$ cat src/inc/spcfg_pkg.sv
// Constants for the serial-port configuration and stored-memory control bank.
// Assumes a serial engine that delivers whole bytes with an address.
package spcfg_pkg;
   localparam int unsigned ADDR_W           = 12;
   localparam logic [11:0] OFS_SERIAL_CFG   = 12'h000;
   localparam logic [11:0] OFS_READBACK_SEL = 12'h004;
   localparam logic [11:0] OFS_NVM_STATUS   = 12'hb00;
   localparam logic [11:0] OFS_NVM_ERROR    = 12'hb01;
   localparam logic [11:0] OFS_NVM_CTRL_ONE = 12'hb02;
   localparam logic [11:0] OFS_NVM_CTRL_TWO = 12'hb03;
   localparam int unsigned BIT_PORT_DIR     = 7;
   localparam int unsigned BIT_LSB_FIRST    = 6;
   localparam int unsigned BIT_SOFT_RESET   = 5;
   localparam int unsigned BIT_UNUSED4      = 4;
   localparam int unsigned BIT_READ_ACTIVE  = 0;
   localparam int unsigned BIT_NVM_STATUS   = 0;
   localparam int unsigned BIT_NVM_DATA_ERR = 0;
   localparam int unsigned BIT_NVM_LOAD     = 1;
   localparam int unsigned BIT_NVM_WR_EN    = 0;
   localparam int unsigned BIT_NVM_STORE    = 0;
   localparam logic [7:0]  RST_SERIAL_CFG   = 8'h00;
   localparam logic [7:0]  RST_READBACK_SEL = 8'h00;
   localparam logic [7:0]  RST_NVM          = 8'h00;
   localparam logic [7:0]  READ_UNMAPPED    = 8'h00;
   typedef enum logic [1:0] {
      SR_IDLE  = 2'b00,
      SR_WAIT  = 2'b01,
      SR_APPLY = 2'b11
   } srst_state_type;
endpackage : spcfg_pkg

$ cat src/verilog/serial_port_config_nvm_control_regs.sv
// Configuration bank behind the serial control port and memory control.
// Assumes the serial engine gives one write or read strobe per byte,
// i_sclk_tick once per serial clock (SCLK or SCL), and a memory sequencer.
`timescale 1ns/10ps
module serial_port_config_nvm_control_regs
   import spcfg_pkg::*;
(
   input  wire logic              i_ref_clk,
   input  wire logic              i_srst,
   input  wire logic              i_i2c_mode,
   input  wire logic              i_sclk_tick,
   input  wire logic              i_wr_stb,
   input  wire logic              i_rd_stb,
   input  wire logic [ADDR_W-1:0] i_addr,
   input  wire logic [7:0]        i_wdata,
   input  wire logic              i_nvm_status,
   input  wire logic              i_nvm_data_error,
   input  wire logic              i_nvm_load_done,
   input  wire logic              i_nvm_store_done,
   output logic [7:0]             o_rdata,
   output logic                   o_rd_valid,
   output logic                   o_use_serial_out_pin,
   output logic                   o_lsb_first,
   output logic                   o_addr_incr,
   output logic                   o_read_active,
   output logic                   o_soft_reset,
   output logic                   o_nvm_write_enable,
   output logic                   o_nvm_load_start,
   output logic                   o_nvm_store_start
);
   logic [7:0]     serial_cfg;
   logic [7:0]     next_serial_cfg;
   logic           read_active;
   logic           next_read_active;
   logic           nvm_wr_en;
   logic           next_nvm_wr_en;
   logic           load_busy;
   logic           next_load_busy;
   logic           store_busy;
   logic           next_store_busy;
   logic           nvm_status;
   logic           nvm_error;
   srst_state_type sr_state;
   srst_state_type next_sr_state;
   logic [7:0]     next_rdata;
   logic           wr_cfg;
   logic           wr_load;
   logic           wr_store;

   assign wr_cfg   = i_wr_stb && (i_addr == OFS_SERIAL_CFG);
   assign wr_load  = i_wr_stb && (i_addr == OFS_NVM_CTRL_ONE)
                     && i_wdata[BIT_NVM_LOAD];
   assign wr_store = i_wr_stb && (i_addr == OFS_NVM_CTRL_TWO)
                     && i_wdata[BIT_NVM_STORE];

   // Soft reset sequencing
   always_comb begin
      next_sr_state = sr_state;
      case (sr_state)
         SR_IDLE: begin
            if (wr_cfg && i_wdata[BIT_SOFT_RESET]) begin
               next_sr_state = SR_WAIT;
            end
         end
         SR_WAIT: begin
            if (i_sclk_tick) begin
               next_sr_state = SR_APPLY;
            end
         end
         SR_APPLY: next_sr_state = SR_IDLE;
         default:  next_sr_state = SR_IDLE;
      endcase
   end

   // Register writes and defaults
   always_comb begin
      next_serial_cfg  = serial_cfg;
      next_read_active = read_active;
      next_nvm_wr_en   = nvm_wr_en;
      next_load_busy   = load_busy;
      next_store_busy  = store_busy;
      // busy cleared by done, set wins
      if (i_nvm_load_done) begin
         next_load_busy = 1'b0;
      end
      if (i_nvm_store_done) begin
         next_store_busy = 1'b0;
      end
      if (i_wr_stb) begin
         case (i_addr)
            OFS_SERIAL_CFG: begin
               next_serial_cfg = i_wdata;
               next_serial_cfg[BIT_UNUSED4] = 1'b0;
            end
            OFS_READBACK_SEL: next_read_active = i_wdata[BIT_READ_ACTIVE];
            OFS_NVM_CTRL_ONE: next_nvm_wr_en = i_wdata[BIT_NVM_WR_EN];
            default: ;
         endcase
      end
      if (wr_load) begin
         next_load_busy = 1'b1;
      end
      if (wr_store) begin
         next_store_busy = 1'b1;
      end
      if (sr_state == SR_APPLY) begin
         next_serial_cfg  = RST_SERIAL_CFG;
         next_read_active = RST_READBACK_SEL[BIT_READ_ACTIVE];
         next_nvm_wr_en   = RST_NVM[BIT_NVM_WR_EN];
         next_load_busy   = RST_NVM[BIT_NVM_LOAD];
         next_store_busy  = RST_NVM[BIT_NVM_STORE];
      end
   end

   // Readback mux
   always_comb begin
      next_rdata = READ_UNMAPPED;
      case (i_addr)
         OFS_SERIAL_CFG: begin
            next_rdata = serial_cfg;
            next_rdata[BIT_SOFT_RESET] = (sr_state != SR_IDLE);
         end
         OFS_READBACK_SEL: next_rdata[BIT_READ_ACTIVE] = read_active;
         OFS_NVM_STATUS:   next_rdata[BIT_NVM_STATUS] = nvm_status;
         OFS_NVM_ERROR:    next_rdata[BIT_NVM_DATA_ERR] = nvm_error;
         OFS_NVM_CTRL_ONE: begin
            next_rdata[BIT_NVM_LOAD]  = load_busy;
            next_rdata[BIT_NVM_WR_EN] = nvm_wr_en;
         end
         OFS_NVM_CTRL_TWO: next_rdata[BIT_NVM_STORE] = store_busy;
         default: ;
      endcase
   end

   always_ff @(posedge i_ref_clk) begin
      if (i_srst) begin
         sr_state             <= SR_IDLE;
         serial_cfg           <= RST_SERIAL_CFG;
         read_active          <= 1'b0;
         nvm_wr_en            <= 1'b0;
         load_busy            <= 1'b0;
         store_busy           <= 1'b0;
         nvm_status           <= 1'b0;
         nvm_error            <= 1'b0;
         o_rdata              <= 8'h00;
         o_rd_valid           <= 1'b0;
         o_use_serial_out_pin <= 1'b0;
         o_lsb_first          <= 1'b0;
         o_addr_incr          <= 1'b0;
         o_read_active        <= 1'b0;
         o_soft_reset         <= 1'b0;
         o_nvm_write_enable   <= 1'b0;
         o_nvm_load_start     <= 1'b0;
         o_nvm_store_start    <= 1'b0;
      end else begin
         sr_state             <= next_sr_state;
         serial_cfg           <= next_serial_cfg;
         read_active          <= next_read_active;
         nvm_wr_en            <= next_nvm_wr_en;
         load_busy            <= next_load_busy;
         store_busy           <= next_store_busy;
         nvm_status           <= i_nvm_status;
         nvm_error            <= i_nvm_data_error;
         o_rdata              <= i_rd_stb ? next_rdata : o_rdata;
         o_rd_valid           <= i_rd_stb;
         // serial out pin only when selected
         o_use_serial_out_pin <= next_serial_cfg[BIT_PORT_DIR]
                                 && !i_i2c_mode;
         o_lsb_first          <= next_serial_cfg[BIT_LSB_FIRST]
                                 && !i_i2c_mode;
         o_addr_incr          <= next_serial_cfg[BIT_LSB_FIRST]
                                 && !i_i2c_mode;
         o_read_active        <= next_read_active;
         o_soft_reset         <= (next_sr_state == SR_APPLY);
         o_nvm_write_enable   <= next_nvm_wr_en;
         o_nvm_load_start     <= wr_load && !load_busy;
         o_nvm_store_start    <= wr_store && !store_busy;
      end
   end

   chk_dir_default: assert property (
      @(posedge i_ref_clk) disable iff (i_srst)
      !serial_cfg[BIT_PORT_DIR] ##1 !serial_cfg[BIT_PORT_DIR]
      |-> !o_use_serial_out_pin)
      else $error("serial out pin used with direction bit clear");

   chk_msb_first: assert property (
      @(posedge i_ref_clk) disable iff (i_srst)
      !next_serial_cfg[BIT_LSB_FIRST] |=> !o_lsb_first && !o_addr_incr)
      else $error("bit order not MSB first with decrement");

   chk_lsb_first: assert property (
      @(posedge i_ref_clk) disable iff (i_srst)
      next_serial_cfg[BIT_LSB_FIRST] && !i_i2c_mode
      |=> o_lsb_first && o_addr_incr)
      else $error("bit order not LSB first with increment");

   chk_i2c_order: assert property (
      @(posedge i_ref_clk) disable iff (i_srst)
      i_i2c_mode |=> !o_lsb_first && !o_addr_incr && !o_use_serial_out_pin)
      else $error("bit order applied in I2C mode");

   // Pulse stands in the apply cycle, registers clear after it
   chk_srst_defaults: assert property (
      @(posedge i_ref_clk) disable iff (i_srst)
      sr_state == SR_APPLY |-> o_soft_reset ##1 (serial_cfg == RST_SERIAL_CFG
      && !read_active && !nvm_wr_en && !load_busy && !store_busy))
      else $error("soft reset did not restore defaults");

   chk_srst_arm: assert property (
      @(posedge i_ref_clk) disable iff (i_srst)
      sr_state == SR_IDLE && wr_cfg && i_wdata[BIT_SOFT_RESET]
      ##1 !i_sclk_tick |=> sr_state == SR_WAIT)
      else $error("soft reset bit cleared before next serial clock");

   chk_srst_clear: assert property (
      @(posedge i_ref_clk) disable iff (i_srst)
      sr_state == SR_WAIT && i_sclk_tick |=> sr_state == SR_APPLY ##1
      sr_state == SR_IDLE && !o_soft_reset)
      else $error("soft reset bit did not self clear");

   chk_readback_sel: assert property (
      @(posedge i_ref_clk) disable iff (i_srst)
      i_wr_stb && i_addr == OFS_READBACK_SEL && sr_state != SR_APPLY
      |=> o_read_active == $past(i_wdata[BIT_READ_ACTIVE]))
      else $error("readback source does not follow select bit");

   chk_store_busy: assert property (
      @(posedge i_ref_clk) disable iff (i_srst)
      wr_store && sr_state != SR_APPLY |=> store_busy)
      else $error("store trigger not shown busy");

   chk_store_hold: assert property (
      @(posedge i_ref_clk) disable iff (i_srst)
      store_busy && !i_nvm_store_done && sr_state != SR_APPLY |=> store_busy)
      else $error("store trigger dropped while busy");

   chk_load_done: assert property (
      @(posedge i_ref_clk) disable iff (i_srst)
      i_nvm_load_done && !wr_load |=> !load_busy)
      else $error("load trigger not cleared on completion");
endmodule : serial_port_config_nvm_control_regs

$ cat config.mk
export PLATFORM = sky130hd
export DESIGN_NAME = serial_port_config_nvm_control_regs
export DESIGN_NICKNAME = d
export VERILOG_FILES = /design/src/inc/spcfg_pkg.sv /design/src/verilog/serial_port_config_nvm_control_regs.sv
export SDC_FILE = /design/constraint.sdc
export NUM_CORES = 1
export LEC_CHECK = 0
export ABC_AREA = 1
export BUFFER_PORTS_ARGS = -buffer_cell sky130_fd_sc_hd__buf_2
export CORE_AREA = 10 10 65 67
export DETAILED_ROUTE_END_ITERATION = 7
export DIE_AREA = 0 0 75 77
export PLACE_DENSITY = 0.73
export SKIP_CTS_REPAIR_TIMING = 1
export SYNTH_ARGS = -nofsm -noshare
export SYNTH_HDL_FRONTEND = slang
export SYNTH_SLANG_ARGS = --single-unit
$ cat constraint.sdc
create_clock -name i_ref_clk -period 1 [get_ports i_ref_clk]
set_clock_uncertainty 0.1 [all_clocks]
set_input_delay 0.1 -clock i_ref_clk [delete_from_list [all_inputs] [get_ports i_ref_clk]]
set_output_delay 0.1 -clock i_ref_clk [all_outputs]
set_load 0.1 [all_outputs]
Word-level counts from Yosys, hierarchy flattened
Cells that the tools add are included.

storage, ports and cells
  word-level logic and storage cells = 59
  bits of input ports = 30
  register bits after elaboration = 29

operators by class
  equality and inequality tests = 8
  mux-type cells = 13
  reduce and logical (&&, ||, !) cells = 22

operators with widths
  kind                                                   count
  equality test 12 bit (second input constant)           4
  two-way mux 8 bit                                      3
  equality test 12 x 3 -> 1 bit (second input constant)  1
  zero test 12 bit                                       1
  logical AND 1 bit                                      10
  two-way mux 6 bit                                      1
  case mux 1 bit (6 select lines)                        1
  AND reduction 2 bit                                    3
  nonzero test 2 bit                                     3
  equality test 2 bit (second input constant)            2
  two-way mux 1 bit                                      4
  two-way mux 2 bit                                      2
  case mux 2 bit (2 select lines)                        1
  zero test 1 bit                                        3
  equality test 2 x 1 -> 1 bit (second input constant)   1
  zero test 2 bit                                        1
  case mux 1 bit (2 select lines)                        1
  OR reduction 2 bit                                     1

Depth between registers and ports, before layout
  depth in word-level cells = 6
  mapped depth = 8

Worst setup path before layout
Ideal clock, no wire load.

  kind = register to output
  start point = register o_addr_incr (netlist name)
  end point = output o_lsb_first
  path slack = -0.556 ns
  stages on the path, launching flop included = 2
  data required time = 0.800 ns
  arrival time = 1.356 ns
  cell sequence = dfxtp_1 -> buf_4

RTL lines
  element           RTL line                                   text
  end: declaration  serial_port_config_nvm_control_regs.sv:23  output logic o_lsb_first,

==> flow_summary.toml <==
[run_status]
status = "complete, but fails checks"
failed_checks = "hold timing, setup timing"

[place]
gp_congestion = 0.840
dpl-instance-area_um2 = 1800
dp_hpwl_um = 2480
placement.io_buffers = 44

[clock_tree]
cts_buffer_depth = 2
cts.clk_slew.worst_paths_ps = 160
cts_tree = "yes"
insertion_delay_ps = 330
cts_htree_levels = 1
cts_buffers = 3
cts_root_buf = "clkbuf_4"
cts_sinks = 27

[timing]
min_period_over_period_pct = 117
rsz0062_at_grt = "yes"
hold_slack_ps = -22.8
finalMaxSlewViolations = 0
clock.fmax_mhz = 857
setup-violations-final = 20
hold_violations = 1
period_needed_ps = 1170
setup_tns_ps = -1470
setup_ws_ps = -167

[run]
drv_cap = 0

[critical_path]
startpoint = "nvm_wr_en$_SDFFE_PP0N_"
cp_data_arrival_time_ps = 970
worst_setup_path_start_kind = "flip-flop"
reg2reg_slack_ps = -40
crit_type = "reg -> out"
crit_end = "o_nvm_write_enable"
worstPathRequired_ps = 800
ff2ff_path_depth = 4
worst_setup_path_end_kind = "primary output"
reg2reg_from = "sr_state[1]$_SDFF_PP0_"
critPathMaxFanout = 2
timing.rr.end = "o_addr_incr$_SDFF_PP0_"

[finish]
final_area_um2 = 2010
syn2layout_area_growth_pct = 72.6
regMostFlops = "o_rdata"
fillCellCount = 237
nets = 257
top_regs = "o_rdata x7, serial_cfg x6, sr_state x2"
layout-drive-gt1-share_pct = 44.7
utilization_pct = 67.4
largest_register_ffs = 7
antenna_cells = 0

[yosys]
synth_seq_cells = 27
syn_area_per_cell_um2 = 7.36
synth_top_area_share_pct = 46.5
synth_area_leaders = "dfxtp_1, nand3_1, inv_1"
ys_seq_area_share_pct = 46.5
ys.warnings.count = 0
syn-cell-area_um2 = 1160
ys_types = 23
synth_top_cell_by_area = "dfxtp_1"
syn_nets = 188
syn_inst = 158

[detailed_routing]
top_layer = "met4"
drt.antenna.violating_nets = 0
dr.pass1.iters = 4
m1WireLength_um = 1390
met3_length_um = 185
wl_met2_um = 1570
viasPerCell = 4.79
drt_iter0_drc = 32
vias = 1241
drcViolationCount = 0
drt_wl_total_um = 3170
avgRoutedWirePerCell_um = 12.2

[die]
dieArea_um2 = 5780
io_pins = 47
start_util_pct = 39.1
chipHeight_um = 77
rows = 20
die_x_um = 75
core_area_um2 = 2980

[global_routing]
antenna_found_initial = 0
grt_remaining_overflow = 0
grt_pass1_wl_um = 5020
grt_max_degree = 17
grt_pass1_vias = 1204
grt_util_all_layers_pct = 10.4

[power_and_ir_drop]
power.density_nw_per_um2 = 1010
power.leakage_nw = 0.876
peakVddDrop_mv = 0.581

[hold_path]
hold_class = "in -> reg"
holdPathStages = 3
[how the worst min path moves through the flow]
stage          startpoint                      to  slack [ps]
6_report         i_rd_stb   o_rd_valid$_SDFF_PP0_         -20
5_1_grt          i_rd_stb   o_rd_valid$_SDFF_PP0_           3
4_1_cts        i_i2c_mode  o_addr_incr$_SDFF_PP0_        -170
3_5_place_dp   i_i2c_mode  o_addr_incr$_SDFF_PP0_         180
3_3_place_gp   i_i2c_mode  o_addr_incr$_SDFF_PP0_         180
2_1_floorplan  i_i2c_mode  o_addr_incr$_SDFF_PP0_          60
[report_power, final]
part	switching, W	leakage (nW)	internal, W	total, W
sequential	0.0000157	0.230	0.00108	0.00110
combinational	0.000259	0.632	0.000185	0.000445
clock	0.000335	0.0139	0.000153	0.000488
total	0.000611	0.876	0.00142	0.00203
[synthesized netlist by cell type, drive strengths merged]
cell type and n:
nand2 20, buf 4, or2 1, nand3 20, conb 1, and2 1
clkbuf 2, a21oi 14, nor3 3, nand4 5, inv 24, dfxtp 27
nor2 24, o21ai 9, a31oi 1, nor3b 2
[logic make-up (layout without fill, tap and decap cells)]
logic type	count (synthesis)	in the layout	synth area share, %
AND/OR/NAND/NOR	76	76	31.7
buffers and inverters	30	98	11.1
flip-flops	27	27	46.5
other	1	1	0.322
AO/OA/AOI/OAI	24	24	10.4
[layout by cell type (no fill, tap or decap), drive strengths merged, types with 5 or more instances in the layout]
master,n
dlygate4sd3,12
nand4,5
dfxtp,27
nand3,20
inv,24
a21oi,14
buf,58
nand2,20
nor2,24
o21ai,9
[worst max-delay path: stages (launching register included)]
cell and delay (ps):
dfxtp_4 370, buf_6 120, buf_12 150
[metal layers]
| metal | vias up | global-route usage [%] |
|---|---|---|
| met5 | - | 0 |
| met4 | 0 | 2.84 |
| met3 | 4 | 3.47 |
| met2 | 30 | 17.8 |
| met1 | 568 | 11.8 |
| li1 | 639 | - |
[final cells by class]
type,instances,area [um2],share of cell area (%)
clock buffers,3,22.5,1.12
flip-flops and latches,27,584,29.1
inverters,24,90.1,4.49
clock inverters,1,7.51,0.374
multi-input cells,101,569,28.3
well taps,33,41.3,2.06
repair buffers,70,693,34.5
[per-stage QoR]
stage,hold slack [ps],setup WS [ps],cells,power [W]
after global placement,182,-173,243,0.00151
after detailed placement,183,-212,243,0.00152
after CTS,-169,-200,247,0.00199
after global routing,3.31,-189,259,0.00210
after floorplan,62.7,-61.6,158,0.00133
final,-22.8,-167,259,0.00203
No activity file was read; power rests on OpenSTA's default activity.
